### config.mk
export PLATFORM = sky130hd
export DESIGN_NAME = comparator_control_status
export DESIGN_NICKNAME = d
export VERILOG_FILES = /design/src/include/comparator_pkg.sv /design/src/comparator_control_status.sv /design/src/compare_event_detect.sv
export SDC_FILE = /design/constraint.sdc
export NUM_CORES = 1
export LEC_CHECK = 0
export BUFFER_PORTS_ARGS = -buffer_cell sky130_fd_sc_hd__buf_4
export CORE_ASPECT_RATIO = 0.8
export CORE_MARGIN = 3
export CORE_UTILIZATION = 30
export CTS_BUF_LIST = sky130_fd_sc_hd__clkbuf_8
export CTS_CLUSTER_SIZE = 10
export DETAILED_ROUTE_END_ITERATION = 7
export PLACE_DENSITY = 0.58
export SYNTH_ARGS = -nofsm -noshare
export SYNTH_HDL_FRONTEND = slang
export SYNTH_SLANG_ARGS = --single-unit
### constraint.sdc
create_clock -name clock_in -period 3.4 [get_ports clock_in]
set_clock_uncertainty 0.15 [all_clocks]
set_input_delay 0.68 -clock clock_in [delete_from_list [all_inputs] [get_ports clock_in]]
set_output_delay 0.68 -clock clock_in [all_outputs]
set_load 0.005 [all_outputs]
### src/include/comparator_pkg.sv
// Constants shared by the comparator control and status logic.
// Assumes an 8-bit data-space register bus with a separate I/O-space address path.
package comparator_pkg;
    localparam logic [7:0] STATUS_DATA_OFFSET = 8'h50;
    localparam logic [7:0] IO_SPACE_BIAS = 8'h20;
    localparam logic [5:0] STATUS_IO_OFFSET = 6'h30;
    localparam logic [7:0] PIN_DISABLE_OFFSET = 8'h7F;
    localparam int POWER_OFF_BIT = 7;
    localparam int BANDGAP_BIT = 6;
    localparam int RESULT_BIT = 5;
    localparam int FLAG_BIT = 4;
    localparam int IRQ_ENABLE_BIT = 3;
    localparam int CAPTURE_BIT = 2;
    localparam int POSITIVE_OFF_BIT = 0;
    localparam int NEGATIVE_OFF_BIT = 1;
    localparam logic [7:0] STATUS_RESET = 8'h00;
    localparam logic [1:0] PIN_DISABLE_RESET = 2'h0;
    localparam logic [1:0] EVENT_TOGGLE = 2'h0;
    localparam logic [1:0] EVENT_RESERVED = 2'h1;
    localparam logic [1:0] EVENT_FALLING = 2'h2;
    localparam logic [1:0] EVENT_RISING = 2'h3;
    localparam int SYNC_STAGES = 2;
endpackage

### src/comparator_control_status.sv
// Control and status registers around the analog comparator.
// Assumes a CPU bus with one-cycle read and write strobes, data-space and I/O addresses.
`timescale 1ns/1ps
`default_nettype none
module comparator_control_status
    import comparator_pkg::*;
(
    // Clock and reset
    input wire logic clock_in,
    input wire logic reset_n_in,
    // Data-space access
    input wire logic [7:0] data_addr_in,
    input wire logic data_write_in,
    input wire logic data_read_in,
    // I/O-space access
    input wire logic [5:0] io_addr_in,
    input wire logic io_write_in,
    input wire logic io_read_in,
    input wire logic [7:0] write_data_in,
    output logic [7:0] read_data_out,
    // Interrupt handshake
    input wire logic global_irq_enable_in,
    input wire logic vector_taken_in,
    output logic irq_request_out,
    // Analog comparator core
    input wire logic positive_above_negative_in,
    output logic comparator_power_off_out,
    output logic bandgap_positive_select_out,
    // Negative input selection
    input wire logic negative_mux_enable_in,
    input wire logic converter_enable_in,
    input wire logic [2:0] channel_select_low_in,
    output logic use_converter_pin_out,
    output logic [2:0] negative_channel_out,
    // Timer capture front end
    output logic capture_route_enable_out,
    output logic capture_signal_out,
    // Pin buffers
    input wire logic positive_pin_digital_in,
    input wire logic negative_pin_digital_in,
    output logic positive_pin_buffer_off_out,
    output logic negative_pin_buffer_off_out,
    output logic positive_pin_port_out,
    output logic negative_pin_port_out
);
    logic power_off_q;
    logic bandgap_q;
    logic flag_q;
    logic irq_enable_q;
    logic capture_q;
    logic [1:0] event_select_q;
    logic [1:0] pin_off_q;
    logic synced_compare_result;
    logic event_seen;
    logic status_write;
    logic status_read;
    logic pin_write;
    logic pin_read;
    logic raw_result;

    // Both address spaces reach the same status register.
    assign status_write = (data_write_in && data_addr_in == STATUS_DATA_OFFSET)
        || (io_write_in && io_addr_in == STATUS_IO_OFFSET);
    assign status_read = (data_read_in && data_addr_in == STATUS_DATA_OFFSET)
        || (io_read_in && io_addr_in == STATUS_IO_OFFSET);
    assign pin_write = data_write_in && data_addr_in == PIN_DISABLE_OFFSET;
    assign pin_read = data_read_in && data_addr_in == PIN_DISABLE_OFFSET;

    // A powered-off comparator reports low rather than a floating result.
    assign raw_result = positive_above_negative_in & ~power_off_q;

    compare_event_detect detect (
        .clock_in(clock_in),
        .reset_n_in(reset_n_in),
        .raw_result_in(raw_result),
        .event_select_in(event_select_q),
        .synced_result_out(synced_compare_result),
        .event_out(event_seen)
    );

    always_ff @(posedge clock_in) begin
        if (!reset_n_in) begin
            power_off_q <= STATUS_RESET[POWER_OFF_BIT];
            bandgap_q <= STATUS_RESET[BANDGAP_BIT];
            irq_enable_q <= STATUS_RESET[IRQ_ENABLE_BIT];
            capture_q <= STATUS_RESET[CAPTURE_BIT];
            event_select_q <= STATUS_RESET[1:0];
        end else if (status_write) begin
            power_off_q <= write_data_in[POWER_OFF_BIT];
            bandgap_q <= write_data_in[BANDGAP_BIT];
            irq_enable_q <= write_data_in[IRQ_ENABLE_BIT];
            capture_q <= write_data_in[CAPTURE_BIT];
            event_select_q <= write_data_in[1:0];
        end
    end

    // A new event wins over a clear in the same cycle so it is never lost.
    always_ff @(posedge clock_in) begin
        if (!reset_n_in) begin
            flag_q <= STATUS_RESET[FLAG_BIT];
        end else if (event_seen) begin
            flag_q <= 1'b1;
        end else if (vector_taken_in || (status_write && write_data_in[FLAG_BIT])) begin
            flag_q <= 1'b0;
        end
    end

    always_ff @(posedge clock_in) begin
        if (!reset_n_in) begin
            pin_off_q <= PIN_DISABLE_RESET;
        end else if (pin_write) begin
            pin_off_q <= {write_data_in[NEGATIVE_OFF_BIT], write_data_in[POSITIVE_OFF_BIT]};
        end
    end

    always_ff @(posedge clock_in) begin
        if (!reset_n_in) begin
            read_data_out <= 8'h00;
        end else if (status_read) begin
            read_data_out <= {power_off_q, bandgap_q, synced_compare_result, flag_q,
                irq_enable_q, capture_q, event_select_q};
        end else if (pin_read) begin
            read_data_out <= {6'h00, pin_off_q};
        end else begin
            read_data_out <= 8'h00;
        end
    end

    assign irq_request_out = flag_q & irq_enable_q & global_irq_enable_in;
    assign comparator_power_off_out = power_off_q;
    assign bandgap_positive_select_out = bandgap_q;
    assign use_converter_pin_out = negative_mux_enable_in & ~converter_enable_in;
    assign negative_channel_out = use_converter_pin_out ? channel_select_low_in : 3'h0;
    assign capture_route_enable_out = capture_q;
    assign capture_signal_out = capture_q & synced_compare_result;
    assign positive_pin_buffer_off_out = pin_off_q[POSITIVE_OFF_BIT];
    assign negative_pin_buffer_off_out = pin_off_q[NEGATIVE_OFF_BIT];
    assign positive_pin_port_out = positive_pin_digital_in & ~pin_off_q[POSITIVE_OFF_BIT];
    assign negative_pin_port_out = negative_pin_digital_in & ~pin_off_q[NEGATIVE_OFF_BIT];

    a_flag_on_event: assert property (@(posedge clock_in) disable iff (!reset_n_in)
        event_seen |=> flag_q)
        else $error("event did not set flag");
    a_flag_cleared: assert property (@(posedge clock_in) disable iff (!reset_n_in)
        (vector_taken_in && !event_seen) |=> !flag_q)
        else $error("vector did not clear flag");
    a_flag_write_clear: assert property (@(posedge clock_in) disable iff (!reset_n_in)
        (status_write && write_data_in[FLAG_BIT] && !event_seen) |=> !flag_q)
        else $error("flag write of one did not clear");
    // A zero written to the flag bit must leave a pending event in place.
    a_flag_write_hold: assert property (@(posedge clock_in) disable iff (!reset_n_in)
        (status_write && !write_data_in[FLAG_BIT] && !vector_taken_in && !event_seen) |=> flag_q == $past(flag_q))
        else $error("flag write of zero changed flag");
    a_irq_gating: assert property (@(posedge clock_in) disable iff (!reset_n_in)
        irq_request_out |-> (flag_q && irq_enable_q && global_irq_enable_in))
        else $error("interrupt without all enables");
    a_enable_write: assert property (@(posedge clock_in) disable iff (!reset_n_in)
        (status_write && !write_data_in[IRQ_ENABLE_BIT]) |=> !irq_request_out)
        else $error("cleared enable left request");
    a_power_write: assert property (@(posedge clock_in) disable iff (!reset_n_in)
        status_write |=> comparator_power_off_out == $past(write_data_in[POWER_OFF_BIT]))
        else $error("power-off bit not stored");
    a_power_quiet: assert property (@(posedge clock_in) disable iff (!reset_n_in)
        comparator_power_off_out |-> !raw_result)
        else $error("powered-off comparator reported high");
    a_bandgap_write: assert property (@(posedge clock_in) disable iff (!reset_n_in)
        status_write |=> bandgap_positive_select_out == $past(write_data_in[BANDGAP_BIT]))
        else $error("bandgap select not stored");
    // The synchroniser restarts from zero, so its first two cycles after reset are not compared.
    a_sync_delay: assert property (@(posedge clock_in) disable iff (!reset_n_in)
        $past(reset_n_in, 2) |-> $past(raw_result, 2) == synced_compare_result)
        else $error("synchroniser latency wrong");
    a_result_read: assert property (@(posedge clock_in) disable iff (!reset_n_in)
        status_read |=> read_data_out[RESULT_BIT] == $past(synced_compare_result))
        else $error("status read lost comparator result");
    a_capture_off: assert property (@(posedge clock_in) disable iff (!reset_n_in)
        !capture_route_enable_out |-> !capture_signal_out)
        else $error("capture path active while off");
    a_capture_follow: assert property (@(posedge clock_in) disable iff (!reset_n_in)
        capture_route_enable_out |-> capture_signal_out == synced_compare_result)
        else $error("capture path does not follow result");
    a_reserved_quiet: assert property (@(posedge clock_in) disable iff (!reset_n_in)
        (event_select_q == EVENT_RESERVED) |-> !event_seen)
        else $error("reserved mode raised event");
    a_negative_mux: assert property (@(posedge clock_in) disable iff (!reset_n_in)
        (negative_mux_enable_in && !converter_enable_in)
        |-> (use_converter_pin_out && negative_channel_out == channel_select_low_in))
        else $error("negative input mux not applied");
    a_pin_zero: assert property (@(posedge clock_in) disable iff (!reset_n_in)
        positive_pin_buffer_off_out |-> !positive_pin_port_out)
        else $error("disabled pin read nonzero");
    a_neg_pin_zero: assert property (@(posedge clock_in) disable iff (!reset_n_in)
        negative_pin_buffer_off_out |-> !negative_pin_port_out)
        else $error("disabled negative pin read nonzero");
    a_pin_write: assert property (@(posedge clock_in) disable iff (!reset_n_in)
        pin_write |=> negative_pin_buffer_off_out == $past(write_data_in[NEGATIVE_OFF_BIT])
            && positive_pin_buffer_off_out == $past(write_data_in[POSITIVE_OFF_BIT]))
        else $error("pin disable bits not stored");
    a_io_decode: assert property (@(posedge clock_in) disable iff (!reset_n_in)
        (io_read_in && io_addr_in == STATUS_IO_OFFSET && !data_read_in)
        |=> read_data_out[FLAG_BIT] == $past(flag_q))
        else $error("I/O read of status wrong");
endmodule
`default_nettype wire

### src/compare_event_detect.sv
// Synchronises the raw comparator result and detects the chosen output event.
// Assumes the raw result is asynchronous to clock_in.
`timescale 1ns/1ps
`default_nettype none
module compare_event_detect
    import comparator_pkg::*;
(
    // Clock and reset
    input wire logic clock_in,
    input wire logic reset_n_in,
    // Comparator side
    input wire logic raw_result_in,
    input wire logic [1:0] event_select_in,
    // Results
    output logic synced_result_out,
    output logic event_out
);
    logic [SYNC_STAGES-1:0] sync_q;
    logic prev_q;

    // The first stage feeds only the second one.
    always_ff @(posedge clock_in) begin
        if (!reset_n_in) begin
            sync_q <= '0;
            prev_q <= 1'b0;
        end else begin
            sync_q <= {sync_q[SYNC_STAGES-2:0], raw_result_in};
            prev_q <= sync_q[SYNC_STAGES-1];
        end
    end

    assign synced_result_out = sync_q[SYNC_STAGES-1];

    always_comb begin
        unique case (event_select_in)
            EVENT_TOGGLE: event_out = synced_result_out ^ prev_q;
            EVENT_RESERVED: event_out = 1'b0;
            EVENT_FALLING: event_out = prev_q & ~synced_result_out;
            EVENT_RISING: event_out = ~prev_q & synced_result_out;
        endcase
    end

    a_event_edge: assert property (@(posedge clock_in) disable iff (!reset_n_in)
        event_out |-> (synced_result_out != $past(synced_result_out)))
        else $error("event without output change");
endmodule
`default_nettype wire

==> results.txt, run 1 <==
status: finished clean
IO Count: 59
vias per cell: 4.43
layout cells sized above 1: 45.6%
number of global-route vias before repair: 861
clock sink total: 20
post-CTS setup buffer count: 0
root buffer cell: clkbuf_8
slowest stage cell, crit path: nor2b_1
relative slew slack: 75.1%
Starting Density: 33.7%
Synth Warn #: 0
Layout area overhead: 60.8%
Primary FF master, synth: dfxtp_1
WP data arrival: 1.25 ns
final hold violations: 0
CTS clk-pin slew, worst paths: 0.07 ns
Remaining Overflow, GRT: 0
fillers: 258
number of synthesized flops with an enable pin: 0
Core Area: 2620 sq um
setup TNS: 0 ns
# DRC: 0
Final #Nets: 188
# port buffers: 57
Clock Path Buffers: 2
Max VDD drop: 0.197 mV
post-synth cell types: 24
most frequent cells in the layout: buf_4 (57), dfxtp_1 (20), nand2_1 (13), mux2i_1 (11), and2_1 (7)
WL/cell: 11.9 um
fin crit share: 61.3%
#FFs+latches synth: 20
CP max FO: 4
Synth top area share: 45.3%
pwr/cell area: 371 nW/um^2
syn_nets: 128
largest net degree at the start of global routing: 26
Cells after Synth: 88
worst hold path type: flip-flop to flip-flop
setup ws final: 1.32 ns
Hold WS: 0.289 ns
Leak: 0.767 nW
Worst Path Required: 2.57 ns
Yosys top cell by area: dfxtp_1
Clock Latency Late Sink: 0.25 ns
CP endpoint kind: primary output
DP Wirelength: 1770 um
gpl congestion: 0.721
antenna cells: 0
H-tree depth: 1
Crit path largest cell delay: 0.19 ns
syn_area_per_cell: 10.0 sq um
number of routed nets with antenna violations: 0
sequential share of the synthesized area: 45.3%
most common cell after layout, fill and taps aside: buf_4
crit start category: primary input
Pre-Repair DR Iteration Count: 4
top cells by area, synth: dfxtp_1 (45%), mux2i_1 (12%), nand2_1 (5.5%)
Max Fclk: 480 MHz
initial antenna violation count: 0
ys async rst share: 0%
die width: 66.7 um
Vias: 811
Die Height: 54.5 um
worst slack, placed: 1.28 ns
Tmin final: 2.08 ns
Max Slew Vio Count: 0
measured slew at the worst slew-check pin: 0.373 ns
DRT iter0 DRCs: 20
critical path cell sequence: buf_4 > nor2b_1 > and2_1 > buf_4
GRT Resource Usage Total: 13.3%
die area: 3640 sq um
Most Frequent Cell on Critical Path: buf_4
synthesized area: 883 sq um
kind of critical path: primary input to primary output
Crit path buffers/inverters: 2
RSZ-0062 raised after global routing: false
number of max-cap violations: 0
final WL: 2170 um
row cnt: 16
critical path's top delay family: simple AND/OR/NAND/NOR gates
Setup Viol. Count Final: 0
hold_buf cts: 0
first-pass GRT wire length: 3590 um
cts repair resizes: 0
CTS tree: yes
CTS Buf Count: 3
## synthesized netlist by cell type (2+ instances only)
master,count
inv_1,4
and4b_1,2
nor2b_1,5
mux2i_1,11
dfxtp_1,20
and3_2,2
and3_1,6
ha_1,2
nand2_1,13
nand3_1,2
clkbuf_1,2
and2_1,7
## logic make-up (layout without fill, tap and decap cells)
logic type               after synthesis  in the layout  share of synthesized area, %
flip-flops                            20             20                          45.3
AND/OR/NAND/NOR                       44             44                          29.5
multiplexers                          11             11                          12.5
AO/OA/AOI/OAI                          5              5                          7.37
buffers and inverters                  6             65                          2.55
adder cells (fa/ha/maj)                2              2                          2.83
## flip-flops by register name, indices dropped and copies added (netlist names)
name and count:
event_select_q 2, detect.prev_q 1, pin_off_q 2, read_data_out 8, irq_enable_q 1, comparator_power_off_out 1
capture_route_enable_out 1, detect.sync_q 2, flag_q 1, bandgap_positive_select_out 1
## metrics by stage
stage	std cells	total power, mW	util, %	cell area, sq um
4_1_cts	183	0.534	54.2	1420
6_report	183	0.527	54.2	1420
2_1_floorplan	88	0.260	-	883
5_1_grt	183	0.548	54.2	1420
3_3_place_gp	179	0.300	51.4	1350
3_5_place_dp	179	0.302	51.4	1350
## area by class of cell
cell class	instances	area [sq um]	share of cell area [%]
well taps	36	45.0	3.17
repair buffers	57	428	30.1
multi-input cells	62	460	32.4
flip-flops and latches	20	400	28.2
clock buffers	3	41.3	2.91
inverters	4	15.0	1.06
clock inverters	1	30.0	2.11
## power breakdown
part | switching (mW) | internal (mW)
registers | 0.00141 | 0.237
logic | 0.0192 | 0.0383
clock network | 0.0742 | 0.157
total | 0.0947 | 0.432
## path summary, 6_finish.rpt
kind	slack, ns	depth (start not counted)	endpoint	from
max	1.32	4	negative_channel_out[2]	converter_enable_in
min reg2reg	0.29	1	detect.sync_q[1]	detect.sync_q[0]
max reg2reg	1.96	5	flag_q	detect.prev_q
min	0.29	1	detect.sync_q[1]	detect.sync_q[0]
## routing by layer
layer | GRT usage, % | up-vias | wire length [um]
met5 | 0 | - | 0
met2 | 25.2 | 27 | 1090
met3 | 3.49 | 4 | 141
met1 | 13.9 | 356 | 890
met4 | 6.08 | 0 | 42
li1 | - | 424 | -
No activity file was read; power rests on OpenSTA's default activity.
==> run 2, diff against run 1 <==
==> constraint.sdc (replaced) <==
create_clock -name clock_in -period 2.1 [get_ports clock_in]
set_clock_uncertainty 0.15 [all_clocks]
set_input_delay 0.42 -clock clock_in [delete_from_list [all_inputs] [get_ports clock_in]]
set_output_delay 0.42 -clock clock_in [all_outputs]
set_load 0.005 [all_outputs]
==> results.txt, run 2 (synthesis gave the netlist of run 1 again) <==
Die Height: 54.5 um (unchanged)
CP endpoint kind: primary output (unchanged)
final WL: 2090 um (was 2170 um)
post-CTS setup buffer count: 0 (unchanged)
Non-Filler Instances: 182 (was 183)
post-place instance area: 1350 sq um (unchanged)
WP data arrival: 1.01 ns (was 1.25 ns)
Setup Viol. Count Final: 0 (unchanged)
worst hold path type: primary input to flip-flop (was flip-flop to flip-flop)
# DRC: 0 (unchanged)
GRT Resource Usage Total: 12.4% (was 13.3%)
pwr/cell area: 516 nW/um^2 (was 371 nW/um^2)
layout cells sized above 1: 45.2% (was 45.6%)
first-pass GRT wire length: 3400 um (was 3590 um)
number of routed nets with antenna violations: 0 (unchanged)
initial antenna violation count: 0 (unchanged)
Max VDD drop: 0.253 mV (was 0.197 mV)
DP Wirelength: 1760 um (was 1770 um)
gpl congestion: 0.738 (was 0.721)
final hold violations: 0 (unchanged)
die width: 66.7 um (unchanged)
clock sink total: 20 (unchanged)
Layout area overhead: 57.4% (was 60.8%)
hold_buf cts: 0 (unchanged)
most frequent cells in the layout: buf_4 (57), dfxtp_1 (20), nand2_1 (13), mux2i_1 (11), and2_1 (7) (unchanged)
CTS tree: yes (unchanged)
fillers: 248 (was 258)
CP max FO: 4 (unchanged)
CTS clk-pin slew, worst paths: 0.06 ns (was 0.07 ns)
most common cell after layout, fill and taps aside: buf_4 (unchanged)
Worst Path Required: 1.53 ns (was 2.57 ns)
Pre-Repair DR Iteration Count: 4 (unchanged)
DRT iter0 DRCs: 25 (was 20)
Clock Path Buffers: 2 (unchanged)
Starting Density: 33.7% (unchanged)
Final #Nets: 188 (unchanged)
setup TNS: 0 ns (unchanged)
number of max-cap violations: 0 (unchanged)
# port buffers: 57 (unchanged)
crit start category: primary input (unchanged)
die area: 3640 sq um (unchanged)
CTS Buf Count: 3 (unchanged)
WL/cell: 11.5 um (was 11.9 um)
Post-Place Cells: 179 (unchanged)
relative slew slack: 76.4% (was 75.1%)
IO Count: 59 (unchanged)
area of the multi-input gates: 460 sq um (unchanged)
RSZ-0062 raised after global routing: false (unchanged)
row cnt: 16 (unchanged)
Core Area: 2620 sq um (unchanged)
largest net degree at the start of global routing: 26 (unchanged)
Tmin final: 1.58 ns
vias per cell: 4.48 (was 4.43)
H-tree depth: 1 (unchanged)
Clock Latency Late Sink: 0.25 ns (about the same)
Vias: 816 (was 811)
cts repair resizes: 0 (unchanged)
status: finished clean (unchanged)
Final Cell Area: 1390 sq um (was 1420 sq um)
Leak: 0.753 nW (was 0.767 nW)
kind of critical path: primary input to primary output (unchanged)
Max Fclk: 633 MHz
worst hold path cell count: 3 (was 1)
root buffer cell: clkbuf_8 (unchanged)
Max Slew Vio Count: 0 (unchanged)
antenna cells: 0 (unchanged)
Remaining Overflow, GRT: 0 (unchanged)
measured slew at the worst slew-check pin: 0.354 ns (was 0.373 ns)
Top reg by flops: read_data_out (unchanged)
max FFs per register: 8 (unchanged)
Reg2Reg Depth: 5 (unchanged)
number of global-route vias before repair: 818 (was 861)
sequential standard cell area: 400 sq um (unchanged)
fin crit share: 75.3%
-- run 2: final timing paths --
path	slack (ns)	from	to
worst max-delay path	0.52	converter_enable_in	negative_channel_out[2]
worst min-delay path	0.25	positive_above_negative_in	detect.sync_q[0]
worst min register to register	0.28	detect.sync_q[0]	detect.sync_q[1]
worst max register to register	0.64	detect.prev_q	flag_q
-- run 2: critical path, cell delays in order --
cell	delay, ns
buf_4	0.11
nor2b_1	0.21
and2_1	0.17
buf_4	0.11
-- run 2: metrics by stage --
step / hold slack [ns] / total power [mW] / setup slack (ns) / util (%)
2_1_floorplan: 0.262 / 0.421 / 0.434 / -
3_3_place_gp: 0.269 / 0.486 / 0.252 / 51.4
3_5_place_dp: 0.270 / 0.488 / 0.254 / 51.4
4_1_cts: 0.240 / 0.728 / 0.498 / 53.0
5_1_grt: 0.262 / 0.747 / 0.438 / 53.0
6_report: 0.248 / 0.717 / 0.519 / 53.0
-- run 2: final cells by class --
cell class	count	area share, %
Sequential cell	20	28.8
Inverter	4	1.08
Multi-Input combinational cell	62	33.1
Tap cell	36	3.24
Clock buffer	3	2.97
Timing Repair Buffer	57	30.8
-- run 2: routing by layer --
layer  share of wire (%)  GRT usage, %  vias up
li1                    -             -      422
met1                  40          13.2      365
met2                  52          23.5       27
met3                 7.3          4.31        2
met4                0.91          3.04        0
met5                   0             0        -
-- run 2: power breakdown --
part	switching, mW	internal [mW]	total, mW
combinational	0.0309	0.0620	0.0930
sequential	0.00229	0.383	0.386
clock	0.111	0.127	0.239
==> run 3, diff against run 2 <==
--- a/config.mk
+++ b/config.mk
@@ -12,7 +12,7 @@
 export CTS_BUF_LIST = sky130_fd_sc_hd__clkbuf_8
 export CTS_CLUSTER_SIZE = 10
 export DETAILED_ROUTE_END_ITERATION = 7
-export PLACE_DENSITY = 0.58
+export PLACE_DENSITY = 0.6
 export SYNTH_ARGS = -nofsm -noshare
 export SYNTH_HDL_FRONTEND = slang
 export SYNTH_SLANG_ARGS = --single-unit
==> constraint.sdc (replaced) <==
create_clock -name clock_in -period 1.3 [get_ports clock_in]
set_clock_uncertainty 0.15 [all_clocks]
set_input_delay 0.26 -clock clock_in [delete_from_list [all_inputs] [get_ports clock_in]]
set_output_delay 0.26 -clock clock_in [all_outputs]
set_load 0.005 [all_outputs]
==> results.txt, run 3 (synthesis gave the netlist of run 1 again) <==
status: finished, violations left (was finished clean)
failing checks: setup timing
GRT Resource Usage Total: 12.6% (was 12.4%)
number of max-cap violations: 0 (unchanged)
RSZ-0062 raised after global routing: true (was false)
Comb pwr share: 11.9% (was 13.0%)
Max Fclk: 688 MHz
# port buffers: 57 (unchanged)
fin crit share: 112%
Final #Nets: 191 (was 188)
hold_buf cts: 0 (unchanged)
pwr/cell area: 937 nW/um^2 (was 516 nW/um^2)
Pre-Repair DR Iteration Count: 4 (unchanged)
crit start category: flip-flop (was primary input)
Tmin final: 1.45 ns
measured slew at the worst slew-check pin: 0.357 ns (was 0.354 ns)
Worst Path Required: 1.35 ns (was 1.53 ns)
CTS Buf Count: 3 (unchanged)
Non-Filler Instances: 186 (was 182)
sequential power share: 44.6% (was 53.8%)
setup TNS: -0.468 ns (was 0 ns)
H-tree depth: 1 (unchanged)
CP max FO: 3 (was 4)
Leak: 0.792 nW (was 0.753 nW)
Max Slew Vio Count: 0 (unchanged)
setup ws final: -0.154 ns (was 0.519 ns)
gpl congestion: 0.673 (was 0.738)
# DRC: 0 (unchanged)
most frequent cells in the layout: buf_4 (58), dfxtp_1 (16), nand2_1 (13), mux2i_1 (11) (was buf_4 (57), dfxtp_1 (20), nand2_1 (13), mux2i_1 (11), and2_1 (7))
Die Height: 54.5 um (unchanged)
P_sw: 253 uW (was 145 uW)
DRT iter0 DRCs: 15 (was 25)
internal power: 1.14 mW (was 573 uW)
clock share of power: 43.4% (was 33.3%)
Final Cell Area: 1490 sq um (was 1390 sq um)
r2r setup slk: -0.15 ns (was 0.64 ns)
final WL: 2220 um (was 2090 um)
Vias: 842 (was 816)
Remaining Overflow, GRT: 0 (unchanged)
antenna cells: 0 (unchanged)
Hold WS: 0.0670 ns (was 0.248 ns)
WP data arrival: 1.50 ns (was 1.01 ns)
fillers: 242 (was 248)
Max VDD drop: 0.429 mV (was 0.253 mV)
IO Count: 59 (unchanged)
max FFs per register: 8 (unchanged)
root buffer cell: clkbuf_8 (unchanged)
most common cell after layout, fill and taps aside: buf_4 (unchanged)
final hold violations: 0 (unchanged)
Clock Latency Late Sink: 0.25 ns (about the same)
Switching Share: 18.1% (was 20.2%)
CP endpoint kind: flip-flop (was primary output)
worst hold path type: primary input to flip-flop (unchanged)
first-pass GRT wire length: 3440 um (was 3400 um)
post-place instance area: 1360 sq um (was 1350 sq um)
CTS clk-pin slew, worst paths: 0.08 ns (was 0.06 ns)
total power draw: 1.39 mW (was 717 uW)
die area: 3640 sq um (unchanged)
relative slew slack: 76.2% (was 76.4%)
Core Area: 2620 sq um (unchanged)
kind of critical path: flip-flop to flip-flop (was primary input to primary output)
Top reg by flops: read_data_out (unchanged)
largest net degree at the start of global routing: 26 (unchanged)
number of routed nets with antenna violations: 0 (unchanged)
row cnt: 16 (unchanged)
number of global-route vias before repair: 799 (was 818)
Layout area overhead: 68.3% (was 57.4%)
clock sink total: 20 (unchanged)
die width: 66.7 um (unchanged)
Setup Viol. Count Final: 15 (was 0)
WL/cell: 11.9 um (was 11.5 um)
Clock Path Buffers: 2 (unchanged)
vias per cell: 4.53 (was 4.48)
Starting Density: 33.7% (unchanged)
layout cells sized above 1: 53.3% (was 45.2%)
DP Wirelength: 1800 um (was 1760 um)
initial antenna violation count: 0 (unchanged)
CTS tree: yes (unchanged)
Post-Place Cells: 181 (was 179)
run 3: critical path, cell delays in order (launching register included):
cell and delay (ns):
dfxtp_4 0.36, ha_4 0.23, or3_4 0.39, o211ai_1 0.11, o211a_1 0.17
run 3: final timing paths:
path | from | end | cells past startpoint
setup reg to reg | detect.sync_q[1] | flag_q | 4
hold reg to reg | detect.sync_q[0] | detect.sync_q[1] | 1
setup / recovery | detect.sync_q[1] | flag_q | 4
hold / removal | positive_above_negative_in | detect.sync_q[0] | 3
run 3: per-layer routing:
metal / up-vias / GRT usage (%) / part of all wire (%)
met4: 0 / 4.05 / 0.36
met3: 2 / 3.08 / 7.1
met2: 29 / 23.5 / 50
met5: - / 0 / 0
li1: 430 / - / -
met1: 381 / 14.3 / 43
run 3: area by class of cell:
class                      count  area [sq um]  share of cell area (%)
multi-input combinational     62           489                    32.9
timing repair buffer          60           458                    30.8
clock buffer                   3          41.3                    2.78
tap                           36          45.0                    3.03
sequential                    20           408                    27.4
clock inverter                 1          30.0                    2.02
inverter                       4          15.0                    1.01
run 3: per-stage QoR:
stage | setup WS [ns] | util, %
2_1_floorplan | -0.206 | -
3_3_place_gp | -0.359 | 52.0
3_5_place_dp | -0.377 | 52.0
4_1_cts | -0.131 | 55.1
5_1_grt | -0.179 | 56.7
6_report | -0.154 | 56.7
run 3: power groups by stage:
| stage | logic [mW] | registers (mW) | clock network, mW |
|---|---|---|---|
| 3_3_place_gp | 0.153 | 0.637 | 0 |
| 6_report | 0.166 | 0.622 | 0.605 |
| 3_5_place_dp | 0.156 | 0.637 | 0 |
| 5_1_grt | 0.183 | 0.623 | 0.654 |
| 4_1_cts | 0.159 | 0.623 | 0.621 |
| 2_1_floorplan | 0.0437 | 0.636 | 0 |
run 3: timing repair:
action                     CTS  global route
setup endpoints to repair   14            18
setup buffers                0             1
gates resized for setup      3            10
pin swaps                    3             4
